### src/logic/wwdt_pkg.sv
// Package with register map, field layout, reset values and timing for the windowed watchdog.
package wwdt_pkg;

	// Register byte offsets on the AHB-Lite bus.
	localparam logic [7:0] OFS_CTRL = 8'h00;
	localparam logic [7:0] OFS_MODE = 8'h04;
	localparam logic [7:0] OFS_STAT = 8'h08;
	localparam logic [7:0] OFS_MASK = 8'h0C;
	localparam logic [7:0] OFS_CNT = 8'h10;

	// Timer widths and divide ratio.
	localparam int CNT_W = 12;
	localparam int PRE_W = 7;
	localparam logic [PRE_W-1:0] PRE_LAST = 7'h7F;

	// Clock rates: core clock and nominal slow clock emulated by an enable.
	localparam int CORE_HZ = 125_000_000;
	localparam int SLCK_HZ = 32_768;
	localparam int SLCK_DIV = CORE_HZ / SLCK_HZ;

	// Control word layout.
	localparam int CTRL_RESTART_BIT = 0;
	localparam int CTRL_KEY_LSB = 24;
	localparam logic [7:0] CTRL_KEY = 8'hA5;

	// Mode word layout.
	localparam int MODE_RELOAD_LSB = 0;
	localparam int MODE_FIEN_BIT = 12;
	localparam int MODE_RSTEN_BIT = 13;
	localparam int MODE_DIS_BIT = 15;
	localparam int MODE_DELTA_LSB = 16;
	localparam int MODE_DBGHLT_BIT = 28;
	localparam int MODE_IDLEHLT_BIT = 29;

	// Status and mask layout: bit 0 underflow, bit 1 window error.
	localparam int STAT_UNF_BIT = 0;
	localparam int STAT_ERR_BIT = 1;
	localparam logic [1:0] MASK_RESET = 2'h3;

	// Decoded mode register.
	typedef struct packed {
		logic idle_halt_bit;
		logic debug_halt_bit;
		logic [CNT_W-1:0] window_delta_field;
		logic counting_disable_bit;
		logic fault_reset_enable;
		logic fault_interrupt_enable;
		logic [CNT_W-1:0] reload_value_field;
	} wwdt_mode_t;

	localparam wwdt_mode_t MODE_RESET = '{
		idle_halt_bit: 1'b0,
		debug_halt_bit: 1'b0,
		window_delta_field: 12'hFFF,
		counting_disable_bit: 1'b0,
		fault_reset_enable: 1'b1,
		fault_interrupt_enable: 1'b0,
		reload_value_field: 12'hFFF
	};

endpackage

### src/logic/wwdt_top.sv
// Windowed watchdog timer with an AHB-Lite register slave.
`timescale 1ns/1ns
`default_nettype none

module wwdt_top #(
	parameter int SLCK_DIV = wwdt_pkg::SLCK_DIV,
	parameter logic [7:0] CTRL_KEY = wwdt_pkg::CTRL_KEY
) (
	// Clock and synchronous reset; rst is the processor reset.
	input wire logic core_clk,
	input wire logic rst,
	// AHB-Lite slave.
	input wire logic hsel,
	input wire logic [31:0] haddr,
	input wire logic [1:0] htrans,
	input wire logic hwrite,
	input wire logic [2:0] hsize,
	input wire logic hready,
	input wire logic [31:0] hwdata,
	output logic hreadyout,
	output logic hresp,
	output logic [31:0] hrdata,
	// Processor state.
	input wire logic proc_debug,
	input wire logic proc_idle,
	// Fault line and interrupt.
	output logic wdt_fault,
	output logic wdt_irq
);

	// Bus address phase captured for the data phase.
	logic ap_wr_r;
	logic [7:0] ap_addr_r;
	logic [31:0] hrdata_r;
	logic [31:0] rd_word;

	// Timer state.
	logic [11:0] slck_cnt_r;
	logic [wwdt_pkg::PRE_W-1:0] pre_r;
	logic [wwdt_pkg::CNT_W-1:0] count_r;
	wwdt_pkg::wwdt_mode_t mode_r;
	logic mode_lock_r;
	logic unf_r;
	logic err_r;
	logic [1:0] mask_r;
	logic fault_r;
	logic irq_r;

	// Builds the mode record from a written word.
	function automatic wwdt_pkg::wwdt_mode_t mode_unpack(input logic [31:0] w);
		wwdt_pkg::wwdt_mode_t m;
		m.reload_value_field = w[wwdt_pkg::MODE_RELOAD_LSB +: wwdt_pkg::CNT_W];
		m.fault_interrupt_enable = w[wwdt_pkg::MODE_FIEN_BIT];
		m.fault_reset_enable = w[wwdt_pkg::MODE_RSTEN_BIT];
		m.counting_disable_bit = w[wwdt_pkg::MODE_DIS_BIT];
		m.window_delta_field = w[wwdt_pkg::MODE_DELTA_LSB +: wwdt_pkg::CNT_W];
		m.debug_halt_bit = w[wwdt_pkg::MODE_DBGHLT_BIT];
		m.idle_halt_bit = w[wwdt_pkg::MODE_IDLEHLT_BIT];
		return m;
	endfunction

	// Places the mode record back into a bus word.
	function automatic logic [31:0] mode_pack(input wwdt_pkg::wwdt_mode_t m);
		logic [31:0] w;
		w = 32'h0000_0000;
		w[wwdt_pkg::MODE_RELOAD_LSB +: wwdt_pkg::CNT_W] = m.reload_value_field;
		w[wwdt_pkg::MODE_FIEN_BIT] = m.fault_interrupt_enable;
		w[wwdt_pkg::MODE_RSTEN_BIT] = m.fault_reset_enable;
		w[wwdt_pkg::MODE_DIS_BIT] = m.counting_disable_bit;
		w[wwdt_pkg::MODE_DELTA_LSB +: wwdt_pkg::CNT_W] = m.window_delta_field;
		w[wwdt_pkg::MODE_DBGHLT_BIT] = m.debug_halt_bit;
		w[wwdt_pkg::MODE_IDLEHLT_BIT] = m.idle_halt_bit;
		return w;
	endfunction

	// Address phase decode.
	wire ap_go = hsel & htrans[1] & hready;
	wire ap_is_rd = ap_go & ~hwrite;
	wire stat_rd = ap_is_rd & (haddr[7:0] == wwdt_pkg::OFS_STAT);

	// Data phase write strobes.
	wire wr_ctrl = ap_wr_r & (ap_addr_r == wwdt_pkg::OFS_CTRL);
	wire wr_mode_any = ap_wr_r & (ap_addr_r == wwdt_pkg::OFS_MODE);
	wire wr_stat = ap_wr_r & (ap_addr_r == wwdt_pkg::OFS_STAT);
	wire wr_mask = ap_wr_r & (ap_addr_r == wwdt_pkg::OFS_MASK);

	// A control write counts only with the key and the restart bit.
	// key check
	wire key_ok = hwdata[wwdt_pkg::CTRL_KEY_LSB +: 8] == CTRL_KEY;
	wire cr_restart = wr_ctrl & key_ok & hwdata[wwdt_pkg::CTRL_RESTART_BIT];

	// Only the first mode write after reset takes effect.
	// write once
	wire wr_mode = wr_mode_any & ~mode_lock_r;
	wire wwdt_pkg::wwdt_mode_t mode_new = mode_unpack(hwdata);

	// Window check; a delta at or above the reload value opens the window fully.
	// window off
	wire win_on = mode_r.window_delta_field < mode_r.reload_value_field;
	wire win_bad = cr_restart & win_on & (count_r > mode_r.window_delta_field);
	wire restart = cr_restart & ~win_bad;

	// Slow clock enable and the 128 prescaler.
	wire slck_tick = slck_cnt_r == 12'(SLCK_DIV - 1);
	wire halted = mode_r.counting_disable_bit | (proc_debug & mode_r.debug_halt_bit) |
		(proc_idle & mode_r.idle_halt_bit);
	wire wd_tick = slck_tick & ~halted & (pre_r == wwdt_pkg::PRE_LAST);
	wire underflow = wd_tick & (count_r == '0) & ~restart & ~wr_mode;
	wire reload = restart | wr_mode;

	// Status next values: a new event wins over a read or write-one clear.
	// read clears
	wire unf_nxt = underflow | (unf_r & ~stat_rd & ~(wr_stat & hwdata[wwdt_pkg::STAT_UNF_BIT]));
	wire err_nxt = win_bad | (err_r & ~stat_rd & ~(wr_stat & hwdata[wwdt_pkg::STAT_ERR_BIT]));
	wire fault_set = win_bad | (underflow & mode_r.fault_reset_enable);
	wire fault_nxt = fault_set | (fault_r & ~stat_rd);
	wire [1:0] mask_nxt = wr_mask ? hwdata[1:0] : mask_r;
	wire fien_nxt = wr_mode ? mode_new.fault_interrupt_enable : mode_r.fault_interrupt_enable;
	wire irq_nxt = fien_nxt & |({err_nxt, unf_nxt} & mask_nxt);

	// Read mux.
	always_comb begin
		unique case (haddr[7:0])
			wwdt_pkg::OFS_MODE: rd_word = mode_pack(mode_r);
			wwdt_pkg::OFS_STAT: rd_word = {30'h0, err_r, unf_r};
			wwdt_pkg::OFS_MASK: rd_word = {30'h0, mask_r};
			wwdt_pkg::OFS_CNT: rd_word = {20'h0, count_r};
			default: rd_word = 32'h0000_0000;
		endcase
	end

	// Bus slave: no wait states, always OKAY, read data registered for the data phase.
	always_ff @(posedge core_clk) begin
		if (rst) begin
			ap_wr_r <= 1'b0;
			ap_addr_r <= 8'h00;
			hrdata_r <= 32'h0000_0000;
		end else begin
			ap_wr_r <= ap_go & hwrite;
			ap_addr_r <= haddr[7:0];
			hrdata_r <= ap_is_rd ? rd_word : 32'h0000_0000;
		end
	end

	// Slow clock divider from the core clock.
	always_ff @(posedge core_clk) begin
		if (rst || slck_tick) begin
			slck_cnt_r <= 12'h000;
		end else begin
			slck_cnt_r <= slck_cnt_r + 12'h001;
		end
	end

	// Prescaler; restarted by any reload, frozen while halted.
	// prescaler restart
	always_ff @(posedge core_clk) begin
		if (rst || reload) begin
			pre_r <= '0;
		end else if (slck_tick && !halted) begin
			pre_r <= pre_r + 7'h01;
		end
	end

	// Mode register, reset to a running watchdog.
	// reset defaults
	always_ff @(posedge core_clk) begin
		if (rst) begin
			mode_r <= wwdt_pkg::MODE_RESET;
			mode_lock_r <= 1'b0;
		end else if (wr_mode) begin
			mode_r <= mode_new;
			mode_lock_r <= 1'b1;
		end
	end

	// Down counter; underflow reloads it for the next period.
	// down counter
	always_ff @(posedge core_clk) begin
		if (rst) begin
			count_r <= wwdt_pkg::MODE_RESET.reload_value_field;
		end else if (wr_mode) begin
			count_r <= mode_new.reload_value_field;
		end else if (restart || underflow) begin
			count_r <= mode_r.reload_value_field;
		end else if (wd_tick) begin
			count_r <= count_r - 12'h001;
		end
	end

	// Flags, mask, fault and interrupt.
	always_ff @(posedge core_clk) begin
		if (rst) begin
			unf_r <= 1'b0;
			err_r <= 1'b0;
			mask_r <= wwdt_pkg::MASK_RESET;
			fault_r <= 1'b0;
			irq_r <= 1'b0;
		end else begin
			unf_r <= unf_nxt;
			err_r <= err_nxt;
			mask_r <= mask_nxt;
			fault_r <= fault_nxt;
			irq_r <= irq_nxt;
		end
	end

	// Outputs straight from flip-flops; ready and response are constants after reset.
	assign hreadyout = 1'b1;
	assign hresp = 1'b0;
	assign hrdata = hrdata_r;
	assign wdt_fault = fault_r;
	assign wdt_irq = irq_r;

	// Checks.
	property p_unf;
		@(posedge core_clk) disable iff (rst)
		underflow |=> unf_r && (count_r == mode_r.reload_value_field);
	endproperty
	a_unf: assert property (p_unf) else $error("underflow not flagged");

	property p_unf_fault;
		@(posedge core_clk) disable iff (rst)
		(underflow && mode_r.fault_reset_enable) |=> wdt_fault;
	endproperty
	a_unf_fault: assert property (p_unf_fault) else $error("fault missing on underflow");

	property p_restart;
		@(posedge core_clk) disable iff (rst)
		(restart && !wr_mode) |=> (count_r == $past(mode_r.reload_value_field)) && (pre_r == 7'h00);
	endproperty
	a_restart: assert property (p_restart) else $error("restart did not reload");

	property p_badkey;
		@(posedge core_clk) disable iff (rst)
		(wr_ctrl && !key_ok && !wd_tick && !underflow) |=> (count_r == $past(count_r)) && !$rose(err_r);
	endproperty
	a_badkey: assert property (p_badkey) else $error("unkeyed control write acted");

	property p_once;
		@(posedge core_clk) disable iff (rst)
		(mode_lock_r && wr_mode_any) |=> mode_r == $past(mode_r);
	endproperty
	a_once: assert property (p_once) else $error("second mode write accepted");

	property p_mode_rst;
		@(posedge core_clk) disable iff (rst)
		!mode_lock_r |-> mode_r == wwdt_pkg::MODE_RESET;
	endproperty
	a_mode_rst: assert property (p_mode_rst) else $error("mode reset value wrong");

	property p_mode_load;
		@(posedge core_clk) disable iff (rst)
		wr_mode |=> count_r == $past(mode_new.reload_value_field);
	endproperty
	a_mode_load: assert property (p_mode_load) else $error("mode write did not reload");

	property p_win;
		@(posedge core_clk) disable iff (rst)
		win_bad |=> err_r && wdt_fault ##1 (err_r || !wdt_fault);
	endproperty
	a_win: assert property (p_win) else $error("window error missed");

	property p_win_off;
		@(posedge core_clk) disable iff (rst)
		(cr_restart && mode_r.window_delta_field >= mode_r.reload_value_field) |=>
		!$rose(err_r) && (count_r == $past(mode_r.reload_value_field));
	endproperty
	a_win_off: assert property (p_win_off) else $error("error with window off");

	property p_irq;
		@(posedge core_clk) disable iff (rst)
		(unf_r && mask_r[0] && mode_r.fault_interrupt_enable) |-> wdt_irq;
	endproperty
	a_irq: assert property (p_irq) else $error("interrupt missing");

	property p_halt;
		@(posedge core_clk) disable iff (rst)
		(halted && !reload) |=> count_r == $past(count_r);
	endproperty
	a_halt: assert property (p_halt) else $error("counter moved while halted");

	property p_rdclr;
		@(posedge core_clk) disable iff (rst)
		(stat_rd && !underflow && !win_bad) |=> !unf_r && !err_r && !wdt_fault && !wdt_irq;
	endproperty
	a_rdclr: assert property (p_rdclr) else $error("status read did not clear");

	// Checker count of unhalted slow ticks since the last reload or decrement.
	// tick count
	logic [7:0] chk_ticks_r;
	always_ff @(posedge core_clk) begin
		if (rst || reload || wd_tick) begin
			chk_ticks_r <= 8'h00;
		end else if (slck_tick && !halted) begin
			chk_ticks_r <= chk_ticks_r + 8'h01;
		end
	end

	property p_rate;
		@(posedge core_clk) disable iff (rst)
		wd_tick |-> chk_ticks_r == 8'h7F;
	endproperty
	a_rate: assert property (p_rate) else $error("decrement not every 128 slow ticks");

	property p_count_down;
		@(posedge core_clk) disable iff (rst)
		(wd_tick && !reload && count_r != 12'h000) |=> count_r == $past(count_r) - 12'h001;
	endproperty
	a_count_down: assert property (p_count_down) else $error("counter did not step down");

	property p_disable;
		@(posedge core_clk) disable iff (rst)
		mode_r.counting_disable_bit |=> !$rose(unf_r);
	endproperty
	a_disable: assert property (p_disable) else $error("underflow while disabled");

	property p_reset_clear;
		@(posedge core_clk) disable iff (rst)
		$fell(rst) |-> !unf_r && !err_r && !wdt_fault && !wdt_irq && !mode_lock_r && (mask_r == wwdt_pkg::MASK_RESET);
	endproperty
	a_reset_clear: assert property (p_reset_clear) else $error("reset left state behind");

	property p_fault_off;
		@(posedge core_clk) disable iff (rst)
		(underflow && !mode_r.fault_reset_enable && !win_bad && !fault_r) |=> !wdt_fault;
	endproperty
	a_fault_off: assert property (p_fault_off) else $error("fault without reset enable");

	property p_win_dis;
		@(posedge core_clk) disable iff (rst)
		(win_bad && mode_r.counting_disable_bit) |=> err_r && wdt_fault;
	endproperty
	a_win_dis: assert property (p_win_dis) else $error("window error lost while disabled");

	property p_irq_off;
		@(posedge core_clk) disable iff (rst)
		(!mode_r.fault_interrupt_enable && !wr_mode) |=> !wdt_irq;
	endproperty
	a_irq_off: assert property (p_irq_off) else $error("interrupt without enable");

	property p_stat_wr;
		@(posedge core_clk) disable iff (rst)
		(wr_stat && hwdata[wwdt_pkg::STAT_UNF_BIT] && !underflow) |=> !unf_r;
	endproperty
	a_stat_wr: assert property (p_stat_wr) else $error("write one did not clear");

	c_unf: cover property (@(posedge core_clk) disable iff (rst) underflow);
	c_restart: cover property (@(posedge core_clk) disable iff (rst) restart);
	c_win: cover property (@(posedge core_clk) disable iff (rst) win_bad);
	c_rdclr: cover property (@(posedge core_clk) disable iff (rst) unf_r ##1 stat_rd);
	c_halt: cover property (@(posedge core_clk) disable iff (rst) halted && proc_debug);

endmodule // wwdt_top

`default_nettype wire

### config.mk
export PLATFORM = sky130hd
export DESIGN_NAME = wwdt_top
export DESIGN_NICKNAME = d
export VERILOG_FILES = /design/src/logic/wwdt_pkg.sv /design/src/logic/wwdt_top.sv
export SDC_FILE = /design/constraint.sdc
export NUM_CORES = 1
export LEC_CHECK = 0
export BUFFER_PORTS_ARGS = -buffer_cell sky130_fd_sc_hd__buf_2
export CORE_MARGIN = 10
export CORE_UTILIZATION = 54
export CTS_CLUSTER_DIAMETER = 200
export DETAILED_ROUTE_END_ITERATION = 6
export PLACE_DENSITY = 0.77
export SLEW_MARGIN = 20
export SYNTH_ARGS = -nofsm -noshare
export SYNTH_HDL_FRONTEND = slang
export SYNTH_SLANG_ARGS = --single-unit
### constraint.sdc
create_clock -name core_clk -period 3.4 [get_ports core_clk]
set_input_delay 1.02 -clock core_clk [delete_from_list [all_inputs] [get_ports core_clk]]
set_output_delay 1.02 -clock core_clk [all_outputs]
set_load 0.01 [all_outputs]
# After elaboration in Yosys (flattened, before gate mapping)
# Cells that the tools add are included.
# totals
reg_bits	108
inputBits	76
# classes
addsub	3
n_lt_le_gt_ge	2
n_eq_ne	10
muxes	6
bitwise	49
reduce_logical	10
# ops
operator	n
case mux 30 bit (4 select lines)	1
2-to-1 mux 12 bit	3
== test 8 x 4 -> 1 bit, second input constant	4
bitwise AND 1 bit	31
== test 8 x 3 -> 1 bit, second input constant	2
adder 12 x 1 -> 12 bit, second input constant	1
== test 12 bit, second input constant	1
greater-than comparator 12 bit	1
zero test 12 bit	1
< comparator 12 bit	1
subtractor 12 x 1 -> 12 bit, second input constant	1
inverter 1 bit	10
== test 8 x 5 -> 1 bit, second input constant	1
== test 8 bit, second input constant	1
zero test 8 bit	1
adder 7 x 1 -> 7 bit, second input constant	1
== test 7 bit, second input constant	1
OR 1 bit	7
OR reduction 2 bit	2
logical OR 1 bit	3
nonzero test 3 bit	1
bitwise AND 2 bit	1
2-to-1 mux 2 bit	1
logical AND 1 bit	1
other kinds (2)	2

# Logic depth before layout (Yosys ltp)
# depth
depth_word	15
depth_mapped	10
mapped_depth_nobuf	9

# Worst setup path before layout
# Ideal clock, no wire load.
# synth_timing
path_type	input to register
startpoint	in hwdata[27]
endpoint	reg count_r[5] in the netlist's numbering
arrival_ps	2853
required_ps	3323
setup_slack_ps	470
stages	8
n_path_buf	1
cell_sequence	nor4b_1 nand2_1 or3_4 or4_4 o211a_1 buf_6 mux2_4 a41oi_2
# synth_between
elab_chain_cells	13
elab_cells_between_ends	14
cone_classes	1 x eq/ne; 2 x mux; 9 x bitwise; 2 x reduce/logical
# synth_rtl
element	line	rtl
from (decl)	wwdt_top.sv:19	input wire logic [31:0] hwdata,
== test 8 bit (*)	wwdt_top.sv:89	wire key_ok = hwdata[wwdt_pkg::CTRL_KEY_LSB +: 8] == CTRL_KEY;
bitwise AND 1 bit (*) (2 in a row)	wwdt_top.sv:90	wire cr_restart = wr_ctrl & key_ok & hwdata[wwdt_pkg::CTRL_RESTART_BIT];
bitwise AND 1 bit (2 in a row)	wwdt_top.sv:100	wire win_bad = cr_restart & win_on & (count_r > mode_r.window_delta_field);
inverter 1 bit	wwdt_top.sv:101	wire restart = cr_restart & ~win_bad;
bitwise AND 1 bit (*)	wwdt_top.sv:101	
inverter 1 bit	wwdt_top.sv:108	wire underflow = wd_tick & (count_r == '0) & ~restart & ~wr_mode;
bitwise AND 1 bit (2 in a row)	wwdt_top.sv:108	
logical OR 1 bit (*)	wwdt_top.sv:183	end else if (restart || underflow) begin
2-to-1 mux 12 bit	wwdt_top.sv:183	
2-to-1 mux 12 bit	wwdt_top.sv:181	end else if (wr_mode) begin
to (signal assigned)	wwdt_top.sv:180	count_r <= wwdt_pkg::MODE_RESET.reload_value_field;
to (signal assigned)	wwdt_top.sv:182	count_r <= mode_new.reload_value_field;
to (signal assigned)	wwdt_top.sv:184	count_r <= mode_r.reload_value_field;
to (decl)	wwdt_top.sv:40	logic [wwdt_pkg::CNT_W-1:0] count_r;
# Every way passes the cells marked *; elsewhere a longest branch is shown, timed or not.
# A chain may end at the register's enable or synchronous reset.

# Final worst setup path
# layout_timing
startpoint	reg mode_r[9] in the netlist's numbering
endpoint	reg count_r[5] in the netlist's numbering
# layout_between
elab_chain_cells	11
elab_cells_between_ends	12
cone_classes	1 x order compare; 2 x mux; 7 x bitwise; 2 x reduce/logical
# layout_rtl
element	line	rtl
from (decl)	wwdt_top.sv:41	wwdt_pkg::wwdt_mode_t mode_r;
from (signal assigned)	wwdt_top.sv:168	mode_r <= wwdt_pkg::MODE_RESET;
from (signal assigned)	wwdt_top.sv:171	mode_r <= mode_new;
< comparator 12 bit (*)	wwdt_top.sv:99	wire win_on = mode_r.window_delta_field < mode_r.reload_value_field;
bitwise AND 1 bit (*) (2 in a row)	wwdt_top.sv:100	
inverter 1 bit (*)	wwdt_top.sv:101	
bitwise AND 1 bit (*)	wwdt_top.sv:101	
inverter 1 bit	wwdt_top.sv:108	
bitwise AND 1 bit (2 in a row)	wwdt_top.sv:108	
logical OR 1 bit (*)	wwdt_top.sv:183	
2-to-1 mux 12 bit	wwdt_top.sv:183	
2-to-1 mux 12 bit	wwdt_top.sv:181	
# Marks and branches as above.

==> flow_results.org <==
** Yosys
- Post-synthesis sequential area ratio :: 0.424
- Fraction of synthesized cell area taken by the top area cell type :: 0.424
- Proportion of synthesized flip-flops having asynchronous set or reset :: 0
- The largest total area in the synthesized netlist belongs to sky130_fd_sc_hd__dfxtp_1.
- Counting every instance in the synthesized netlist gives 573.
- Number of distinct standard cells referenced by the synthesized netlist :: 61
- In the synthesized netlist the dominant register cell turns out to be sky130_fd_sc_hd__dfxtp_1.
- Averaged over all synthesized cells, the footprint is roughly 8.7 µm².
- Count of synthesis-stage warnings from yosys :: 0
- After synthesis the netlist holds a flip-flop and latch count of approximately 110.
- Combined area of all synthesized cells :: between 4000 and 5000 µm²
- Ranking of synthesized cells by area :: sky130_fd_sc_hd__dfxtp_1, sky130_fd_sc_hd__ha_1, sky130_fd_sc_hd__nand2_1, sky130_fd_sc_hd__nor2_1, sky130_fd_sc_hd__o211ai_1
- Yosys mapped a number of flops with a built-in enable equal to 0.

** Clock tree
- After clock tree synthesis, the flow added hold-fix buffers numbering 0.
- Buffer count from post-CTS setup fixing :: 0
- Clock H-tree levels :: 3
- TritonCTS Buffers :: 9
- The clock drives around 110 sinks.
- CTS placed an instance of sky130_fd_sc_hd__clkbuf_8 at the clock tree root.
- Post-CTS repair changed the size of 0 cells.
- After clock tree synthesis, the clock-pin slew on the worst setup and hold paths is ~0.10 ns.
- CTS tree :: yes
- Maximum buffer depth of the clock tree :: 2
- Clock network latency to the later pin of the worst-skew pair :: roughly 0.36 ns

** Pwr
- Of the total power, the share spent switching nets is 0.211.
- In this run the static leakage power is about 2.6 nW.
- Of the total power, registers draw 0.558.
- Power share of the combinational group :: 0.040
- Switching power :: about 0.00047 W
- Power density cells :: approximately 390 nW/µm²
- Maximum VDD drop :: between 0.0002 and 0.0003 V
- P_int :: roughly 0.0018 W
- Share of power burned in the clock network :: 0.402

** GRT
- The first global-routing pass estimated approximately 21 mm of wire.
- Largest net degree at the start of global routing :: 30
- Number of global-route vias before repair :: around 4400
- Initial antenna violation count :: 0
- Gr usage total :: 0.194
- Global routing finished with a remaining overflow of 0.

** Final layout
- Area of all placed cells without fillers :: 5750 µm²
- Final #Nets :: approximately 760
- In the final layout, the share of cells above drive strength 1 is 0.190.
- Number of antenna diodes :: 0
- For this run, the share of the core covered by cells in the final layout is 0.650.
- Area growth from synthesis to final layout :: 16.0%
- Fill cell total of the finished layout :: just under 800

** STA
- Once routing completed, OpenROAD measured the worst setup slack at 0.385 ns.
- Worst slew margin relative to its limit :: 0.528
- Total negative slack for setup checks :: 0 ns
- For the pin with the worst max-slew slack, the measured transition is between 0.6 and 0.7 ns.
- Count of final max-slew check failures :: 0
- The number of hold-slack violations in the final timing report came to 0.
- The worst path in the final design needs a cycle of between 3 and 4 ns, including I/O delays and setup.
- RSZ-0062 raised after global routing :: no
- Worst clock skew :: approximately 0.0062 ns
- Setup violations remaining at the end of the flow were counted as 0.
- Of the available clock period, the critical path in the final layout requires 0.887.
- Maximum frequency from static timing analysis :: ~330 MHz
- The tightest hold path in the finished design has a slack of about 0.47 ns.

** Floorplan
- Number of rows in the core area :: 34
- Area of the core region :: roughly 8800 µm²
- Die Y :: between 100 and 150 µm
- I/O pin total :: approximately 110
- The die is between 100 and 150 µm wide.
- For this configuration, the core starts out at a cell density of 0.561.
- Overall die area :: ~13000 µm²

** Routing
- Router iterations before antenna repair :: 5
- Vias per cell :: slightly below 6
- Wire length per cell :: roughly 17 µm
- Wire length after detailed routing :: roughly 13 mm
- The routed layout has ~4400 vias.
- After detailed routing, the number of remaining DRC violations is 0.
- For this block, the initial DRC count from the detailed router was ~280.
- Once detail routing completed, the nets flagged for antenna violations numbered 0.

** Status
- The flow ran to the end, and the final reports show no timing, DRC or antenna violations.

** Critical path
- STA classifies the critical path endpoint as a register.
- Together, buffers and inverters on the worst path number 1.
- Startpoint type of the worst setup path :: register
- The critical path in this run is classified as register to register.
- The startpoint identified for the worst register-to-register timing path is mode_r[9].
- Crit Path Max Fanout :: 10
- Data on the critical path arrives at its endpoint at 3.31 ns.
- Cell at the slowest stage of the critical path :: sky130_fd_sc_hd__a2111oi_0
- The signal on the critical path passes through inv_1 -> ha_1 -> a211oi_1 -> nor2_1 -> a2111oi_0 -> o21a_1 -> o211a_1 -> mux2_4 -> a41oi_2.
- CP Launch Point :: mode_r[9]
- WP data required :: between 3 and 4 ns
- The largest single stage delay on the critical path is 0.56 ns.
- Cell family with the largest share of critical-path delay :: compound AO/OA/AOI/OAI gates

** Place
- Once placement finished, the instance area stood at 5510 µm².
- Minimum setup slack after placement :: about 0.036 ns
- Routability-driven placement finished with a final weighted congestion of between 0.9 and 1.
- HPWL after DPL :: between 9 and 10 mm
- Number of I/O port buffers :: 77

** Min path
- The startpoint identified for the worst hold timing path is mode_r[14].
- In this run the worst hold path is classified as register to register.

** Job
- The tool flagged a number of max-cap violations equal to 0.
synthesized netlist by cell type (all sizes together) (6+ instances only):
cell type	count
nor3	11
clkbuf	22
and3	22
o211ai	21
a22oi	11
nor2b	11
inv	30
ha	27
xor2	12
mux2i	6
dfxtp	105
buf	9
nand3	16
nand2	69
nor4	14
nor2	55
o21ai	14
a21oi	24
xnor2	10
nand4	7
cells in the final DEF, fill, tap and decap left out, types with 9 or more instances in the layout:
| cell | instances |
|---|---|
| sky130_fd_sc_hd__dfxtp_1 | 105 |
| sky130_fd_sc_hd__buf_2 | 77 |
| sky130_fd_sc_hd__nand2_1 | 69 |
| sky130_fd_sc_hd__nor2_1 | 55 |
| sky130_fd_sc_hd__inv_1 | 30 |
| sky130_fd_sc_hd__ha_1 | 27 |
| sky130_fd_sc_hd__a21oi_1 | 24 |
| sky130_fd_sc_hd__o211ai_1 | 21 |
| sky130_fd_sc_hd__and3_1 | 21 |
| sky130_fd_sc_hd__buf_4 | 21 |
| sky130_fd_sc_hd__nand3_1 | 16 |
| sky130_fd_sc_hd__o21ai_0 | 14 |
| sky130_fd_sc_hd__nor4_1 | 13 |
| sky130_fd_sc_hd__xor2_1 | 12 |
| sky130_fd_sc_hd__nor3_1 | 11 |
| sky130_fd_sc_hd__nor2b_1 | 11 |
| sky130_fd_sc_hd__a22oi_1 | 11 |
| sky130_fd_sc_hd__xnor2_1 | 10 |
| sky130_fd_sc_hd__clkbuf_8 | 9 |
metrics by stage:
step           power, W  std cells
6_report        0.00223        767
5_1_grt         0.00231        767
4_1_cts         0.00224        766
3_5_place_dp    0.00136        751
3_3_place_gp    0.00136        751
2_1_floorplan   0.00132        576
area by class of cell:
cell class / instances / area (µm²) / area share
repair buffers: 99 / 551 / 0.0957
flip-flops and latches: 105 / 2100 / 0.365
multi-input cells: 409 / 2620 / 0.455
clock buffers: 10 / 128 / 0.0222
inverters: 31 / 116 / 0.0202
well taps: 108 / 135 / 0.0235
clock inverters: 5 / 105 / 0.0183
metal layers:
metal | part of all wire | GRT usage | up-vias
li1 | - | - | 2185
met1 | 0.43 | 0.243 | 2086
met2 | 0.48 | 0.333 | 146
met3 | 0.076 | 0.0393 | 13
met4 | 0.010 | 0.0500 | 0
met5 | 0 | 0 | -
logic make-up (layout without fill, tap and decap cells):
logic type                 Yosys count  after routing  synth area share
other                                2              5           0.00151
adders and majority gates           27             27            0.0681
xor gates and xnor gates            22             22            0.0388
and+or+nand+nor                    240            240             0.249
buffers and inverters               62            145            0.0522
AOI/OAI and AO/OA                  107            107             0.149
muxes                                8              8            0.0174
DFF                                105            105             0.424
path summary, 6_finish.rpt:
| check | end | slack, ns | depth (start not counted) |
|---|---|---|---|
| worst max-delay path | count_r[5] | 0.38 | 9 |
| worst min-delay path | mode_r[14] | 0.47 | 2 |
| worst max register to register | count_r[5] | 0.38 | 9 |
| worst min register to register | mode_r[14] | 0.47 | 2 |
worst min-delay path, delay by kind of cell, from the launching register on:
family | cells | cell delay, ns
AOI/OAI and AO/OA | 1 | 0.05
DFF | 1 | 0.33
and+or+nand+nor | 1 | 0.05
state kept, by name, indices dropped and copies added, names as in the netlist:
register / cells
ap_wr_r: 1
hrdata: 29
slck_cnt_r: 12
mask_r: 2
count_r: 12
err_r: 1
mode_r: 29
mode_lock_r: 1
wdt_fault: 1
unf_r: 1
pre_r: 7
ap_addr_r: 8
wdt_irq: 1
power groups by stage:
stage / clock (W) / sequential [W] / combinational, W
global placement: 0 / 0.00127 / 0.0000857
CTS: 0.000909 / 0.00125 / 0.0000888
floorplan: 0 / 0.00127 / 0.0000454
finish: 0.000897 / 0.00125 / 0.0000888
detailed placement: 0 / 0.00127 / 0.0000884
global route: 0.000961 / 0.00125 / 0.0000981
Power figures use the tool's default switching activity.
